`config.mk`:
```
export PLATFORM = sky130hd
export DESIGN_NAME = module_mgmt_control_timing
export DESIGN_NICKNAME = d
export VERILOG_FILES = /design/src/shared/mgmt_pkg.sv /design/src/core/module_mgmt_control_timing.sv
export VERILOG_INCLUDE_DIRS = /design/src /design/src/shared
export SDC_FILE = /design/constraint.sdc
export NUM_CORES = 1
export LEC_CHECK = 0
export ABC_AREA = 1
export BUFFER_PORTS_ARGS = -buffer_cell sky130_fd_sc_hd__buf_2
export CAP_MARGIN = 20
export CORE_ASPECT_RATIO = 1.5
export CORE_UTILIZATION = 55
export CTS_CLUSTER_SIZE = 28
export DETAILED_ROUTE_END_ITERATION = 10
export PLACE_DENSITY_LB_ADDON = 0.2
export SYNTH_ARGS = -nofsm -noshare
export SYNTH_HDL_FRONTEND = slang
export SYNTH_SLANG_ARGS = --single-unit
```
`constraint.sdc`:
```
create_clock -name mclk -period 2.5 [get_ports mclk]
set_input_delay 0.5 -clock mclk [delete_from_list [all_inputs] [get_ports mclk]]
set_output_delay 0.5 -clock mclk [all_outputs]
set_load 0.005 [all_outputs]
```
`src/shared/mgmt_consts.svh`:
```
`ifndef MGMT_CONSTS_SVH
`define MGMT_CONSTS_SVH

// clock rate and derived cycle counts
`define CLK_MHZ 50
`define T_INIT_MS 2000
`define INIT_CYC (`T_INIT_MS * 1000 * `CLK_MHZ)
`define T_RESET_MIN_US 2
`define RST_MIN_CYC (`T_RESET_MIN_US * `CLK_MHZ)
`define T_PDOWN_OFF_MS 300
`define PDOWN_OFF_CYC (`T_PDOWN_OFF_MS * 1000 * `CLK_MHZ)

// field positions
`define STATUS_NOT_READY_BIT 0
`define FLAG_READY_BIT 0

// reset values
`define MASK_RST 1'b0
`define PDOWN_RST 1'b0

`endif

```
`src/shared/mgmt_pkg.sv`:
```
package mgmt_pkg;

   typedef enum logic [1:0] {
      ST_RESET = 2'b00,
      ST_INIT = 2'b01,
      ST_RUN = 2'b10
   } phase_t;

   typedef struct packed {
      logic module_reset_low;
      logic module_select_n;
      logic low_power_select;
   } host_pins_t;

   typedef struct packed {
      logic done;
      logic mask_en;
      logic pdown_en;
      logic pdown;
   } wr_strobe_t;

endpackage

```
`src/core/module_mgmt_control_timing.sv`:
```
`timescale 1ns/100ps
`include "mgmt_consts.svh"

module module_mgmt_control_timing #(
   parameter int LANES = 4,
   parameter int N_OTHER = 4,
   parameter int FW = 1 + 2 * LANES + N_OTHER,
   parameter logic [31:0] INIT_CYC = `INIT_CYC,
   parameter logic [31:0] PDOWN_OFF_CYC = `PDOWN_OFF_CYC
) (
   // clock and reset
   input wire logic mclk,
   input wire logic nrst,
   // host control pins
   input mgmt_pkg::host_pins_t pins,
   // monitored conditions
   input wire logic [LANES-1:0] rx_los_state,
   input wire logic [LANES-1:0] tx_fault_state,
   input wire logic [N_OTHER-1:0] other_state,
   // serial bus side: pulses at the falling clock edge after the stop bit
   input wire logic rd_done,
   input wire logic [FW-1:0] rd_clear,
   input mgmt_pkg::wr_strobe_t wr,
   input wire logic [FW-1:0] wr_mask,
   // status to host and to the module
   output logic interrupt_request_n,
   output logic serial_respond,
   output logic low_power,
   output logic fully_functional,
   output logic [7:0] status_byte2,
   output logic [FW-1:0] flags,
   output logic [FW-1:0] mask
);
   import mgmt_pkg::*;

   localparam logic [7:0] RST_MIN = 8'(`RST_MIN_CYC);

   typedef struct packed {
      phase_t phase;
      logic [31:0] cnt;
      logic [7:0] low_cnt;
      logic [FW-1:0] flags;
      logic [FW-1:0] mask;
      logic [FW-1:0] cond_q;
      logic [31:0] settle;
      logic int_n;
      logic serial;
      logic pdown;
      logic lp;
      logic full;
      logic nready;
   } state_t;

   state_t st_reg;
   state_t st_next;
   logic [FW-1:0] cond;
   logic [FW-1:0] events;
   logic [FW-1:0] clr;
   logic event_any;

   // bit 0 is the ready flag; it has no external condition
   assign cond = {other_state, tx_fault_state, rx_los_state, 1'b0};

   always_comb begin
      st_next = st_reg;
      events = '0;
      clr = '0;

      // a low pin is only a reset once it has stood for the minimum time;
      // shorter glitches are ignored so noise cannot restart the module
      if (!pins.module_reset_low) begin
         if (st_reg.low_cnt != RST_MIN) begin
            st_next.low_cnt = st_reg.low_cnt + 8'h01;
         end
      end else begin
         st_next.low_cnt = 8'h00;
      end

      unique case (st_reg.phase)
         ST_RESET: begin
            if (pins.module_reset_low) begin
               st_next.phase = ST_INIT;
               st_next.cnt = 32'h0;
            end
         end
         ST_INIT: begin
            if (st_reg.cnt == INIT_CYC - 32'h1) begin
               st_next.phase = ST_RUN;
               events[`FLAG_READY_BIT] = 1'b1;
            end else begin
               st_next.cnt = st_reg.cnt + 32'h1;
            end
         end
         ST_RUN: begin
            // new conditions latch on their rising edge
            events = cond & ~st_reg.cond_q;
         end
      endcase

      if (!pins.module_reset_low && st_reg.low_cnt == RST_MIN - 8'h01) begin
         st_next.phase = ST_RESET;
         st_next.cnt = 32'h0;
      end

      st_next.cond_q = cond;

      if (rd_done) begin
         clr = rd_clear;
      end

      // a flag event in the clearing cycle wins over the clear
      if (st_next.phase == ST_RESET) begin
         st_next.flags = '0;
      end else begin
         st_next.flags = (st_reg.flags & ~clr) | events;
      end

      // writes take effect on the strobe itself
      if (wr.done && wr.mask_en) begin
         st_next.mask = wr_mask;
      end
      if (wr.done && wr.pdown_en) begin
         st_next.pdown = wr.pdown;
      end

      st_next.lp = pins.low_power_select | st_next.pdown;

      // after leaving low power the optics need time to settle
      if (st_next.lp) begin
         st_next.settle = PDOWN_OFF_CYC;
      end else if (st_reg.settle != 32'h0) begin
         st_next.settle = st_reg.settle - 32'h1;
      end

      st_next.nready = (st_next.phase != ST_RUN);
      st_next.full = (st_next.phase == ST_RUN) && !st_next.lp && (st_next.settle == 32'h0);

      // the bus is silent until init ends and while deselected; gating on the next phase
      // drops the answer and the interrupt in the very edge that a pin reset is taken
      st_next.serial = (st_next.phase == ST_RUN) && !pins.module_select_n;

      if (st_next.phase == ST_RUN) begin
         st_next.int_n = ~|(st_reg.flags & ~st_reg.mask);
      end else begin
         st_next.int_n = 1'b1;
      end
   end

   assign event_any = |events;

   always_ff @(posedge mclk or negedge nrst) begin
      if (!nrst) begin
         st_reg.phase <= ST_INIT;
         st_reg.cnt <= 32'h0;
         st_reg.low_cnt <= 8'h00;
         st_reg.flags <= '0;
         st_reg.mask <= {FW{`MASK_RST}};
         st_reg.cond_q <= '0;
         st_reg.settle <= 32'h0;
         st_reg.int_n <= 1'b1;
         st_reg.serial <= 1'b0;
         st_reg.pdown <= `PDOWN_RST;
         st_reg.lp <= 1'b0;
         st_reg.full <= 1'b0;
         st_reg.nready <= 1'b1;
      end else begin
         st_reg <= st_next;
      end
   end

   assign interrupt_request_n = st_reg.int_n;
   assign serial_respond = st_reg.serial;
   assign low_power = st_reg.lp;
   assign fully_functional = st_reg.full;
   assign flags = st_reg.flags;
   assign mask = st_reg.mask;

   always_comb begin
      status_byte2 = 8'h00;
      status_byte2[`STATUS_NOT_READY_BIT] = st_reg.nready;
   end

   property p_reset_qualify;
      @(posedge mclk) disable iff (!nrst)
      (!pins.module_reset_low && st_reg.low_cnt == RST_MIN - 8'h01)
         |=> (st_reg.phase == ST_RESET) && status_byte2[0] && interrupt_request_n;
   endproperty
   a_reset_qualify: assert property (p_reset_qualify) else $error("reset pulse not taken");

   property p_init_done;
      @(posedge mclk) disable iff (!nrst)
      (st_reg.phase == ST_INIT && st_reg.cnt == INIT_CYC - 32'h1 && pins.module_reset_low)
         |=> (st_reg.phase == ST_RUN) && !status_byte2[0] && st_reg.flags[0];
   endproperty
   a_init_done: assert property (p_init_done) else $error("init did not end on time");

   property p_not_ready;
      @(posedge mclk) disable iff (!nrst)
      (st_reg.phase != ST_RUN) |-> status_byte2[0] && interrupt_request_n && !serial_respond;
   endproperty
   a_not_ready: assert property (p_not_ready) else $error("ready shown before init end");

   property p_ready_int;
      @(posedge mclk) disable iff (!nrst)
      (st_reg.phase == ST_INIT && st_reg.cnt == INIT_CYC - 32'h1 && pins.module_reset_low
         && !st_reg.mask[0] && !(wr.done && wr.mask_en)) |=> ##1 !interrupt_request_n;
   endproperty
   a_ready_int: assert property (p_ready_int) else $error("no interrupt at ready");

   property p_los_int;
      @(posedge mclk) disable iff (!nrst)
      (st_reg.phase == ST_RUN && pins.module_reset_low && rx_los_state[0]
         && !st_reg.cond_q[1] && !st_reg.mask[1] && !(wr.done && wr.mask_en))
         |=> st_reg.flags[1] ##1 !interrupt_request_n;
   endproperty
   a_los_int: assert property (p_los_int) else $error("loss flag not raised");

   property p_fault_int;
      @(posedge mclk) disable iff (!nrst)
      (st_reg.phase == ST_RUN && pins.module_reset_low && tx_fault_state[0]
         && !st_reg.cond_q[1 + LANES] && !st_reg.mask[1 + LANES] && !(wr.done && wr.mask_en))
         |=> st_reg.flags[1 + LANES] ##1 !interrupt_request_n;
   endproperty
   a_fault_int: assert property (p_fault_int) else $error("fault flag not raised");

   property p_clear_release;
      @(posedge mclk) disable iff (!nrst)
      (rd_done && ((st_reg.flags & ~rd_clear & ~st_reg.mask) == '0) && !event_any
         && !(wr.done && wr.mask_en)) |=> ##1 interrupt_request_n;
   endproperty
   a_clear_release: assert property (p_clear_release) else $error("interrupt held after read");

   property p_mask_inhibit;
      @(posedge mclk) disable iff (!nrst)
      (wr.done && wr.mask_en && ((st_reg.flags & ~wr_mask) == '0) && !event_any)
         |=> ##1 interrupt_request_n;
   endproperty
   a_mask_inhibit: assert property (p_mask_inhibit) else $error("mask did not inhibit");

   property p_int_cause;
      @(posedge mclk) disable iff (!nrst)
      !interrupt_request_n |-> $past(|(st_reg.flags & ~st_reg.mask));
   endproperty
   a_int_cause: assert property (p_int_cause) else $error("interrupt without flag");

   property p_low_power;
      @(posedge mclk) disable iff (!nrst)
      (pins.low_power_select || (wr.done && wr.pdown_en && wr.pdown))
         |=> low_power && !fully_functional;
   endproperty
   a_low_power: assert property (p_low_power) else $error("low power not entered");

   property p_select;
      @(posedge mclk) disable iff (!nrst)
      (st_reg.phase == ST_RUN)
         |=> (serial_respond == (!$past(pins.module_select_n) && st_reg.phase == ST_RUN));
   endproperty
   a_select: assert property (p_select) else $error("bus answer wrong for select");

   property p_deselect;
      @(posedge mclk) disable iff (!nrst)
      (st_reg.phase == ST_RUN && pins.module_select_n) |=> !serial_respond;
   endproperty
   a_deselect: assert property (p_deselect) else $error("bus answered while deselected");

   property p_mask_resume;
      @(posedge mclk) disable iff (!nrst)
      (wr.done && wr.mask_en && !rd_done && st_reg.phase == ST_RUN && pins.module_reset_low
         && |(st_reg.flags & ~wr_mask)) |=> ##1 !interrupt_request_n;
   endproperty
   a_mask_resume: assert property (p_mask_resume) else $error("unmask did not resume");

   // only meaningful while the settle count is two or more
   property p_settle;
      @(posedge mclk) disable iff (!nrst)
      $fell(low_power) |-> !fully_functional;
   endproperty
   a_settle: assert property (p_settle) else $error("full function before settle");

   property p_flag_hold;
      @(posedge mclk) disable iff (!nrst)
      (pins.module_reset_low && !rd_done)
         |=> ((st_reg.flags & $past(st_reg.flags)) == $past(st_reg.flags));
   endproperty
   a_flag_hold: assert property (p_flag_hold) else $error("flag lost without read");
endmodule

```
After elaboration in Yosys (flattened, before gate mapping). Cells that the tools add are included. Widths: inputs -> output; s select.

Flip-flop bits (word level): 118. Input port bits: 48. Output and inout bits: 38.

Bitwise gates (word level): 8. Add/subtract/negate cells: 3. Eq/ne operators: 9. Muxes and demuxes: 16. Reduce and logical (&&, ||, !) cells: 18.

Operators by type and width (number): $mux 32 (3); $mux 34 (2); $pmux 34 s2 (1); $and 13x13->13 (3); $not 13->13 (3); $add 32x1->32 const B (1); $eq 32x27->1 const B (1); $logic_not 32->1 (1); $reduce_bool 32->1 (1); $sub 32x1->32 const B (1); $mux 13 (2); $mux 8 (2); $or 13x13->13 (1); $reduce_or 13->1 (1); $mux 12 (1); $add 8x1->8 const B (1); $eq 8x7->1 const B (1); $ne 8x7->1 const B (1); $logic_and 1x1->1 (6); $ne 3x3->1 const B (2); $eq 2x2->1 const B (2); $logic_not 1->1 (4); $logic_not 2->1 (2); $mux 1 (3); 8 further kinds (8).

Depth between registers and ports, before layout. Gate-level depths: netlist of run 1.

Depth after elaboration: 7. Gate-level depth with buffers: 15.

Least setup slack after synthesis of run 1. Ideal clock, no wire load.

Kind: reg-to-reg. Start: register st_reg[6] (netlist bit). End: register st_reg, in the netlist fully_functional. Cell stages (with the launch flop): 13. Data arrival time: 1.680 ns. Path buffers: 0. Required time: 2.429 ns. Slack: 0.749 ns. Cell sequence: dfrtp_1 inv_1 ha_1 nand2_2 nor2_2 inv_1 o21ai_0 nand2_1 nand3_1 nand3_1 nor2_1 nand3_1 nor2_1.

RTL lines: start: declaration (RTL line module_mgmt_control_timing.sv:54) `state_t st_reg;`; start signal: assignment (RTL line module_mgmt_control_timing.sv:167) `st_reg <= st_next;`.

==> results of run 1 <==
[logic make-up (layout without fill, tap and decap cells)]
group | after synthesis | after routing | synth area share
DFF | 118 | 118 | 0.411
and+or+nand+nor | 496 | 496 | 0.315
other | 1 | 7 | 0.000521
muxes | 9 | 9 | 0.0141
AOI/OAI and AO/OA | 91 | 91 | 0.0894
buffers and inverters | 194 | 267 | 0.126
adders and majority gates | 5 | 5 | 0.00870
xor gates and xnor gates | 29 | 29 | 0.0353
[cells in the final DEF (no fill, tap or decap), drive strengths merged, types with 18 or more instances in the layout]
cell    instances
a21oi          29
nand3          59
buf            92
clkbuf         18
nor2          153
nand2         213
xor2           26
nand4          22
dfrtp         115
o21ai          30
nor3           30
inv           145
[how the worst max path moves through the flow]
stage	to	slack (ps)	cells past startpoint
after floorplan	fully_functional	750	12
after global placement	fully_functional	260	11
after detailed placement	fully_functional	200	12
after CTS	fully_functional	190	12
after global routing	fully_functional	4	11
final	fully_functional	220	9
[layout make-up]
class	instances	area (sq um)	share of cell area
clock buffers	18	429	0.0527
clock inverters	14	143	0.0175
inverters	142	537	0.0660
multi-input cells	637	3360	0.412
flip-flops and latches	118	2960	0.363
well taps	156	195	0.0240
repair buffers	93	520	0.0640
[worst reg2reg max path, stage by stage, from the launching register on]
cell and delay, ps:
dfrtp_1 460, nor2_1 250, nand4_1 160, nor2_1 140, nand2_2 330, o211ai_1 350
nand3_1 150, nor2_1 140, nand3_1 100, nor2_1 140
[metrics by stage]
| step | worst slack (ps) | hold WS, ps | total power, mW | instances |
|---|---|---|---|---|
| final | 219 | 202 | 5.45 | 1178 |
| after global routing | 3.83 | 190 | 5.68 | 1178 |
| after floorplan | 749 | 204 | 2.88 | 949 |
| after detailed placement | 202 | 357 | 3.11 | 1145 |
| after CTS | 192 | 190 | 5.48 | 1178 |
| after global placement | 264 | 357 | 3.10 | 1145 |
[what timing repair did]
action,4_1_cts,5_1_grt
hold buffers,1,0
endpoints found under the hold margin,10,0
gates resized for setup,0,1
endpoints found under the setup margin,0,1
[layer usage]
layer | global-route usage | up-vias
li1 | - | 3111
met1 | 0.322 | 2991
met2 | 0.521 | 203
met3 | 0.0609 | 79
met4 | 0.191 | 0
met5 | 0 | -
[where the power goes]
group | switching [mW] | leakage (nW) | internal (mW)
Combinational | 0.604 | 2.21 | 0.304
Clock | 0.969 | 0.276 | 1.39
Sequential | 0.134 | 1.51 | 2.05
Total | 1.71 | 3.99 | 3.74
==> impl_metrics.env, run 1 <==
export IMPL_synth_seq_area_share=0.411
export IMPL_clockRootBuffer="clkbuf_16"
export IMPL_worstPathCellList="nor2_1 -> nand4_1 -> nor2_1 -> nand2_2 -> o211ai_1 -> nand3_1 -> nor2_1 -> nand3_1 -> nor2_1"
export IMPL_antenna_found_initial=0
export IMPL_clockBufferDepth=2
export IMPL_routed_top_layer="met4"
export IMPL_rsz0062_at_grt="no"
export IMPL_crit_family="simple AND/OR/NAND/NOR gates"
export IMPL_largest_reg_flops=87
export IMPL_vias_per_cell=5.42
export IMPL_core_area_sq_mm=0.0126
export IMPL_post_route_period_util=0.912
export IMPL_worstMarginPinSlew_ps=631
export IMPL_setup_viol=0
export IMPL_die_area_sq_mm=0.0135
export IMPL_grt_pass1_vias=6382
export IMPL_drt_total_wl_mm=18.9
export IMPL_async_flop_share=1.00
export IMPL_hold_end="st_reg[46]"
export IMPL_r2r_start="st_reg[36]"
export IMPL_cpPeakStageDelay_ps=460
export IMPL_cts_buffers=17
export IMPL_yosysWarningCount=0
export IMPL_pin_count=86
export IMPL_place_gp_congestion=0.996
export IMPL_ys_types=51
export IMPL_power_density_mw_per_mm2=670
export IMPL_synth_area_per_cell_sq_um=7.63
export IMPL_drtIter0Drc=386
export IMPL_h_tree_depth=4
export IMPL_vias=6384
export IMPL_slew_limit_headroom=0.578
export IMPL_synth_most_common_cell="nand2_1"
export IMPL_timing_reg2reg_setup_slack_ps=220
export IMPL_final_area_sq_mm=0.00814
export IMPL_yosysTopAreaCell="dfrtp_1"
export IMPL_drcViolationCount=0
export IMPL_synthCells=943
export IMPL_antennaDiodeCount=0
export IMPL_synth_edf_count=0
export IMPL_max_vdd_ir_drop_mv=0.630
export IMPL_die_h_microns=142
export IMPL_nets=1062
export IMPL_fin_tns_setup_ps=0
export IMPL_met2WireLength_mm=9.94
export IMPL_critPathKind="flip-flop to flip-flop"
export IMPL_place_hpwl_mm=14.3
export IMPL_n_fill_cell=1158
export IMPL_synth_area_leaders="dfrtp_1 (40%), nand2_1 (10%), nor2_1 (7.3%)"
export IMPL_synth_top_area_frac=0.400
export IMPL_wl_per_cell_microns=16.1
export IMPL_critPathLaunchType="flip-flop"
export IMPL_clock_sinks=118
export IMPL_crit_buf_inv=0
export IMPL_min_path_type="primary input to flip-flop"
export IMPL_finish_utilization=0.644
export IMPL_initial_core_util=0.569
export IMPL_cp_arrival_ps=2620
export IMPL_grt_overflow_total=0
export IMPL_drv_slew=0
export IMPL_cap_viol_max_count=0
export IMPL_die_x_microns=95.4
export IMPL_period_needed_ps=2280
export IMPL_syn_to_final_growth_pct=13.1
export IMPL_cp_max_fo=24
export IMPL_hold_violations=0
export IMPL_yosys_most_used_dff="dfrtp_1"
export IMPL_status="finished, final reports clean"
export IMPL_placed_area_sq_mm=0.00755
export IMPL_portBuffers=78
export IMPL_clkTransAtPathRegs_ps=60
export IMPL_drt_met1_wl_mm=7.13
export IMPL_clock_insertion_delay_worst_skew_ps=420
export IMPL_synth_area_sq_mm=0.00719
export IMPL_firstDrtPassIters=5
export IMPL_cts_tree="yes"
export IMPL_endpoint_kind="flip-flop"
export IMPL_clock_fmax_mhz=438
export IMPL_critical_path_startpoint="st_reg[36]"
export IMPL_grt_pass1_wl_mm=30.5
export IMPL_grt_start_max_net_pins=71
export IMPL_worstHoldStart="tx_fault_state[3]"
export IMPL_p_leak_nw=3.99
export IMPL_drive_gt1_frac=0.201
export IMPL_slowest_stage="dfrtp_1"
export IMPL_hold_depth=1
export IMPL_crit_top_cell="nor2_1"
export IMPL_ys_ff_latch=118
export IMPL_critPathRequiredTime_ps=2840
export IMPL_worstReg2RegEnd="fully_functional"
export IMPL_ant_nets=0
export IMPL_grt_use_total=0.299
export IMPL_r2r_cells=9
export IMPL_dr_wl_met3_microns=751
export IMPL_cts_setup_buffers=0
export IMPL_rows=50
export IMPL_yosys_top_cells_count="nand2_1 (200), nor2_1 (139), inv_1 (130)"
export IMPL_clock_skew_ps=9.81
(Power assumes the default switching activity.)
==> inputs of run 2 (changes only) <==
CORE_UTILIZATION = 41   (was 55)
TNS_END_PERCENT = 20   (was not set)
==> run 2 against run 1 <==
Effect of this change: first-iteration DRC count fell by 17%; wire length rose by 5.4%; critical path depth rose by 2; clock power rose by 3%; clock-buffer cell count fell by 1; global-route usage fell by 6.2 points; worst hold slack got worse by 12 ps; sequential power barely moved; sequential share of layout area fell by 0.48 points; cell area rose by 1.3%; via count fell by 1.0%; critical path type unchanged; largest power group unchanged.
==> impl_metrics.env, run 2 (same netlist as run 1, synthesis figures left out) <==
export IMPL_status="finished, final reports clean"
export IMPL_crit_buf_inv=0
export IMPL_placed_area_sq_mm=0.00765
export IMPL_grt_overflow_total=0
export IMPL_fin_tns_setup_ps=0
export IMPL_critical_path_startpoint="st_reg[12]"
export IMPL_cts_tree="yes"
export IMPL_r2r_start="st_reg[12]"
export IMPL_cts_buffers=17
export IMPL_portBuffers=78
export IMPL_final_area_sq_mm=0.00825
export IMPL_syn_to_final_growth_pct=14.6
export IMPL_p_leak_nw=4.01
export IMPL_largest_reg_flops=87
export IMPL_critPathKind="flip-flop to flip-flop"
export IMPL_hold_end="st_reg[39]"
export IMPL_post_route_period_util=0.918
export IMPL_clockRootBuffer="clkbuf_16"
export IMPL_drt_total_wl_mm=19.9
export IMPL_worstMarginPinSlew_ps=745
export IMPL_slowest_stage="dfrtp_1"
export IMPL_mostFrequentLayoutCell="nand2_1"
export IMPL_initial_core_util=0.416
export IMPL_grt_pass1_wl_mm=31.6
export IMPL_cp_arrival_ps=2650
export IMPL_worstReg2RegEnd="fully_functional"
export IMPL_regArea_sq_mm=0.00296
export IMPL_rsz0062_at_grt="no"
export IMPL_worstPathCellList="nor2_1 -> nand2_1 -> nor2_4 -> nand3_1 -> nor2_1 -> nand3_1 -> nand3_1 -> nand2_1 -> nor2_1 -> nand3_1 -> nor2_1"
export IMPL_clkTransAtPathRegs_ps=70
export IMPL_clock_insertion_delay_worst_skew_ps=430
export IMPL_cpPeakStageDelay_ps=410
export IMPL_rows=59
export IMPL_setup_viol=0
export IMPL_power_density_mw_per_mm2=674
export IMPL_vias_per_cell=5.10
export IMPL_clockBufferDepth=2
export IMPL_period_needed_ps=2290
export IMPL_timing_reg2reg_setup_slack_ps=210
export IMPL_drcViolationCount=0
export IMPL_clock_sinks=118
export IMPL_hold_worst_slack_ps=190
export IMPL_clock_fmax_mhz=436
export IMPL_drtIter0Drc=319
export IMPL_max_vdd_ir_drop_mv=0.412
export IMPL_die_area_sq_mm=0.0181
export IMPL_cp_max_fo=8
export IMPL_drv_slew=0
export IMPL_ant_nets=0
export IMPL_final_cell_mix="nand2_1 (200), nor2_1 (139), inv_1 (130), dfrtp_1 (115), buf_2 (77)"
export IMPL_hold_violations=0
export IMPL_pin_count=86
export IMPL_place_hpwl_mm=15.5
export IMPL_clock_skew_ps=11.9
export IMPL_slew_limit_headroom=0.502
export IMPL_min_path_type="primary input to flip-flop"
export IMPL_nets=1066
export IMPL_h_tree_depth=4
export IMPL_grt_pass1_vias=6156
export IMPL_endpoint_kind="flip-flop"
export IMPL_critPathRequiredTime_ps=2860
export IMPL_worstHoldStart="rx_los_state[0]"
export IMPL_die_x_microns=110
export IMPL_critPathLaunchType="flip-flop"
export IMPL_die_h_microns=164
export IMPL_r2r_cells=11
export IMPL_wl_per_cell_microns=16.1
export IMPL_vias=6317
export IMPL_core_area_sq_mm=0.0173
export IMPL_p_total_mw=5.56
export IMPL_grt_start_max_net_pins=80
export IMPL_firstDrtPassIters=6
export IMPL_antenna_found_initial=1
export IMPL_n_fill_cell=1754
export IMPL_cts_setup_buffers=0
export IMPL_cap_viol_max_count=0
export IMPL_crit_family="simple AND/OR/NAND/NOR gates"
export IMPL_antennaDiodeCount=0
export IMPL_grt_use_total=0.237
export IMPL_multiInputGateArea_sq_mm=0.00335
export IMPL_drive_gt1_frac=0.204
export IMPL_place_gp_congestion=0.954
export IMPL_hold_depth=1
-- run 2: cell types whose count changed in the layout (fill, tap and decap cells not counted), sizes merged --
| cell | change |
|---|---|
| clkbuf | -1 |
| clkinv | -4 |
| clkinvlp | +1 |
| inv | +4 |
| buf | +4 |
-- run 2: power by group --
part	switching (mW)	leakage (nW)	internal, mW
sequential	0.140	1.51	2.05
clock	1.03	0.278	1.41
combinational	0.610	2.23	0.323
total	1.78	4.01	3.78
-- run 2: repair_timing --
action / CTS / global route
hold endpoints to repair: 19 / 0
gates resized for setup: 0 / 0
hold buffers: 1 / 0
-- run 2: worst max path at each step --
stage	to	slack, ps	cells after the start
2_1_floorplan	fully_functional	750	12
3_3_place_gp	fully_functional	200	11
3_5_place_dp	fully_functional	210	11
4_1_cts	fully_functional	170	11
5_1_grt	fully_functional	6	14
6_report	fully_functional	210	11
-- run 2: stage by stage --
stage / utilization / worst slack, ps / instances
6_report: 0.477 / 206 / 1239
5_1_grt: 0.477 / 6.47 / 1239
4_1_cts: 0.477 / 172 / 1239
3_5_place_dp: 0.443 / 213 / 1206
3_3_place_gp: 0.443 / 196 / 1206
2_1_floorplan: - / 749 / 949
-- run 2: per-layer routing --
metal  track usage  up-vias  share of wire  wire [microns]
met3        0.0484       61          0.032             638
li1              -     3125              -               -
met4         0.138        2          0.053            1050
met5             0        -        0.00080              16
met1         0.252     2966           0.38            7610
met2         0.424      163           0.53           10600
-- run 2: cell type report --
cell class              instances  area share
well taps                     213      0.0323
flip-flops and latches        118       0.359
multi-input cells             637       0.407
clock inverters                15      0.0190
inverters                     142      0.0651
clock buffers                  17      0.0516
repair buffers                 97      0.0668
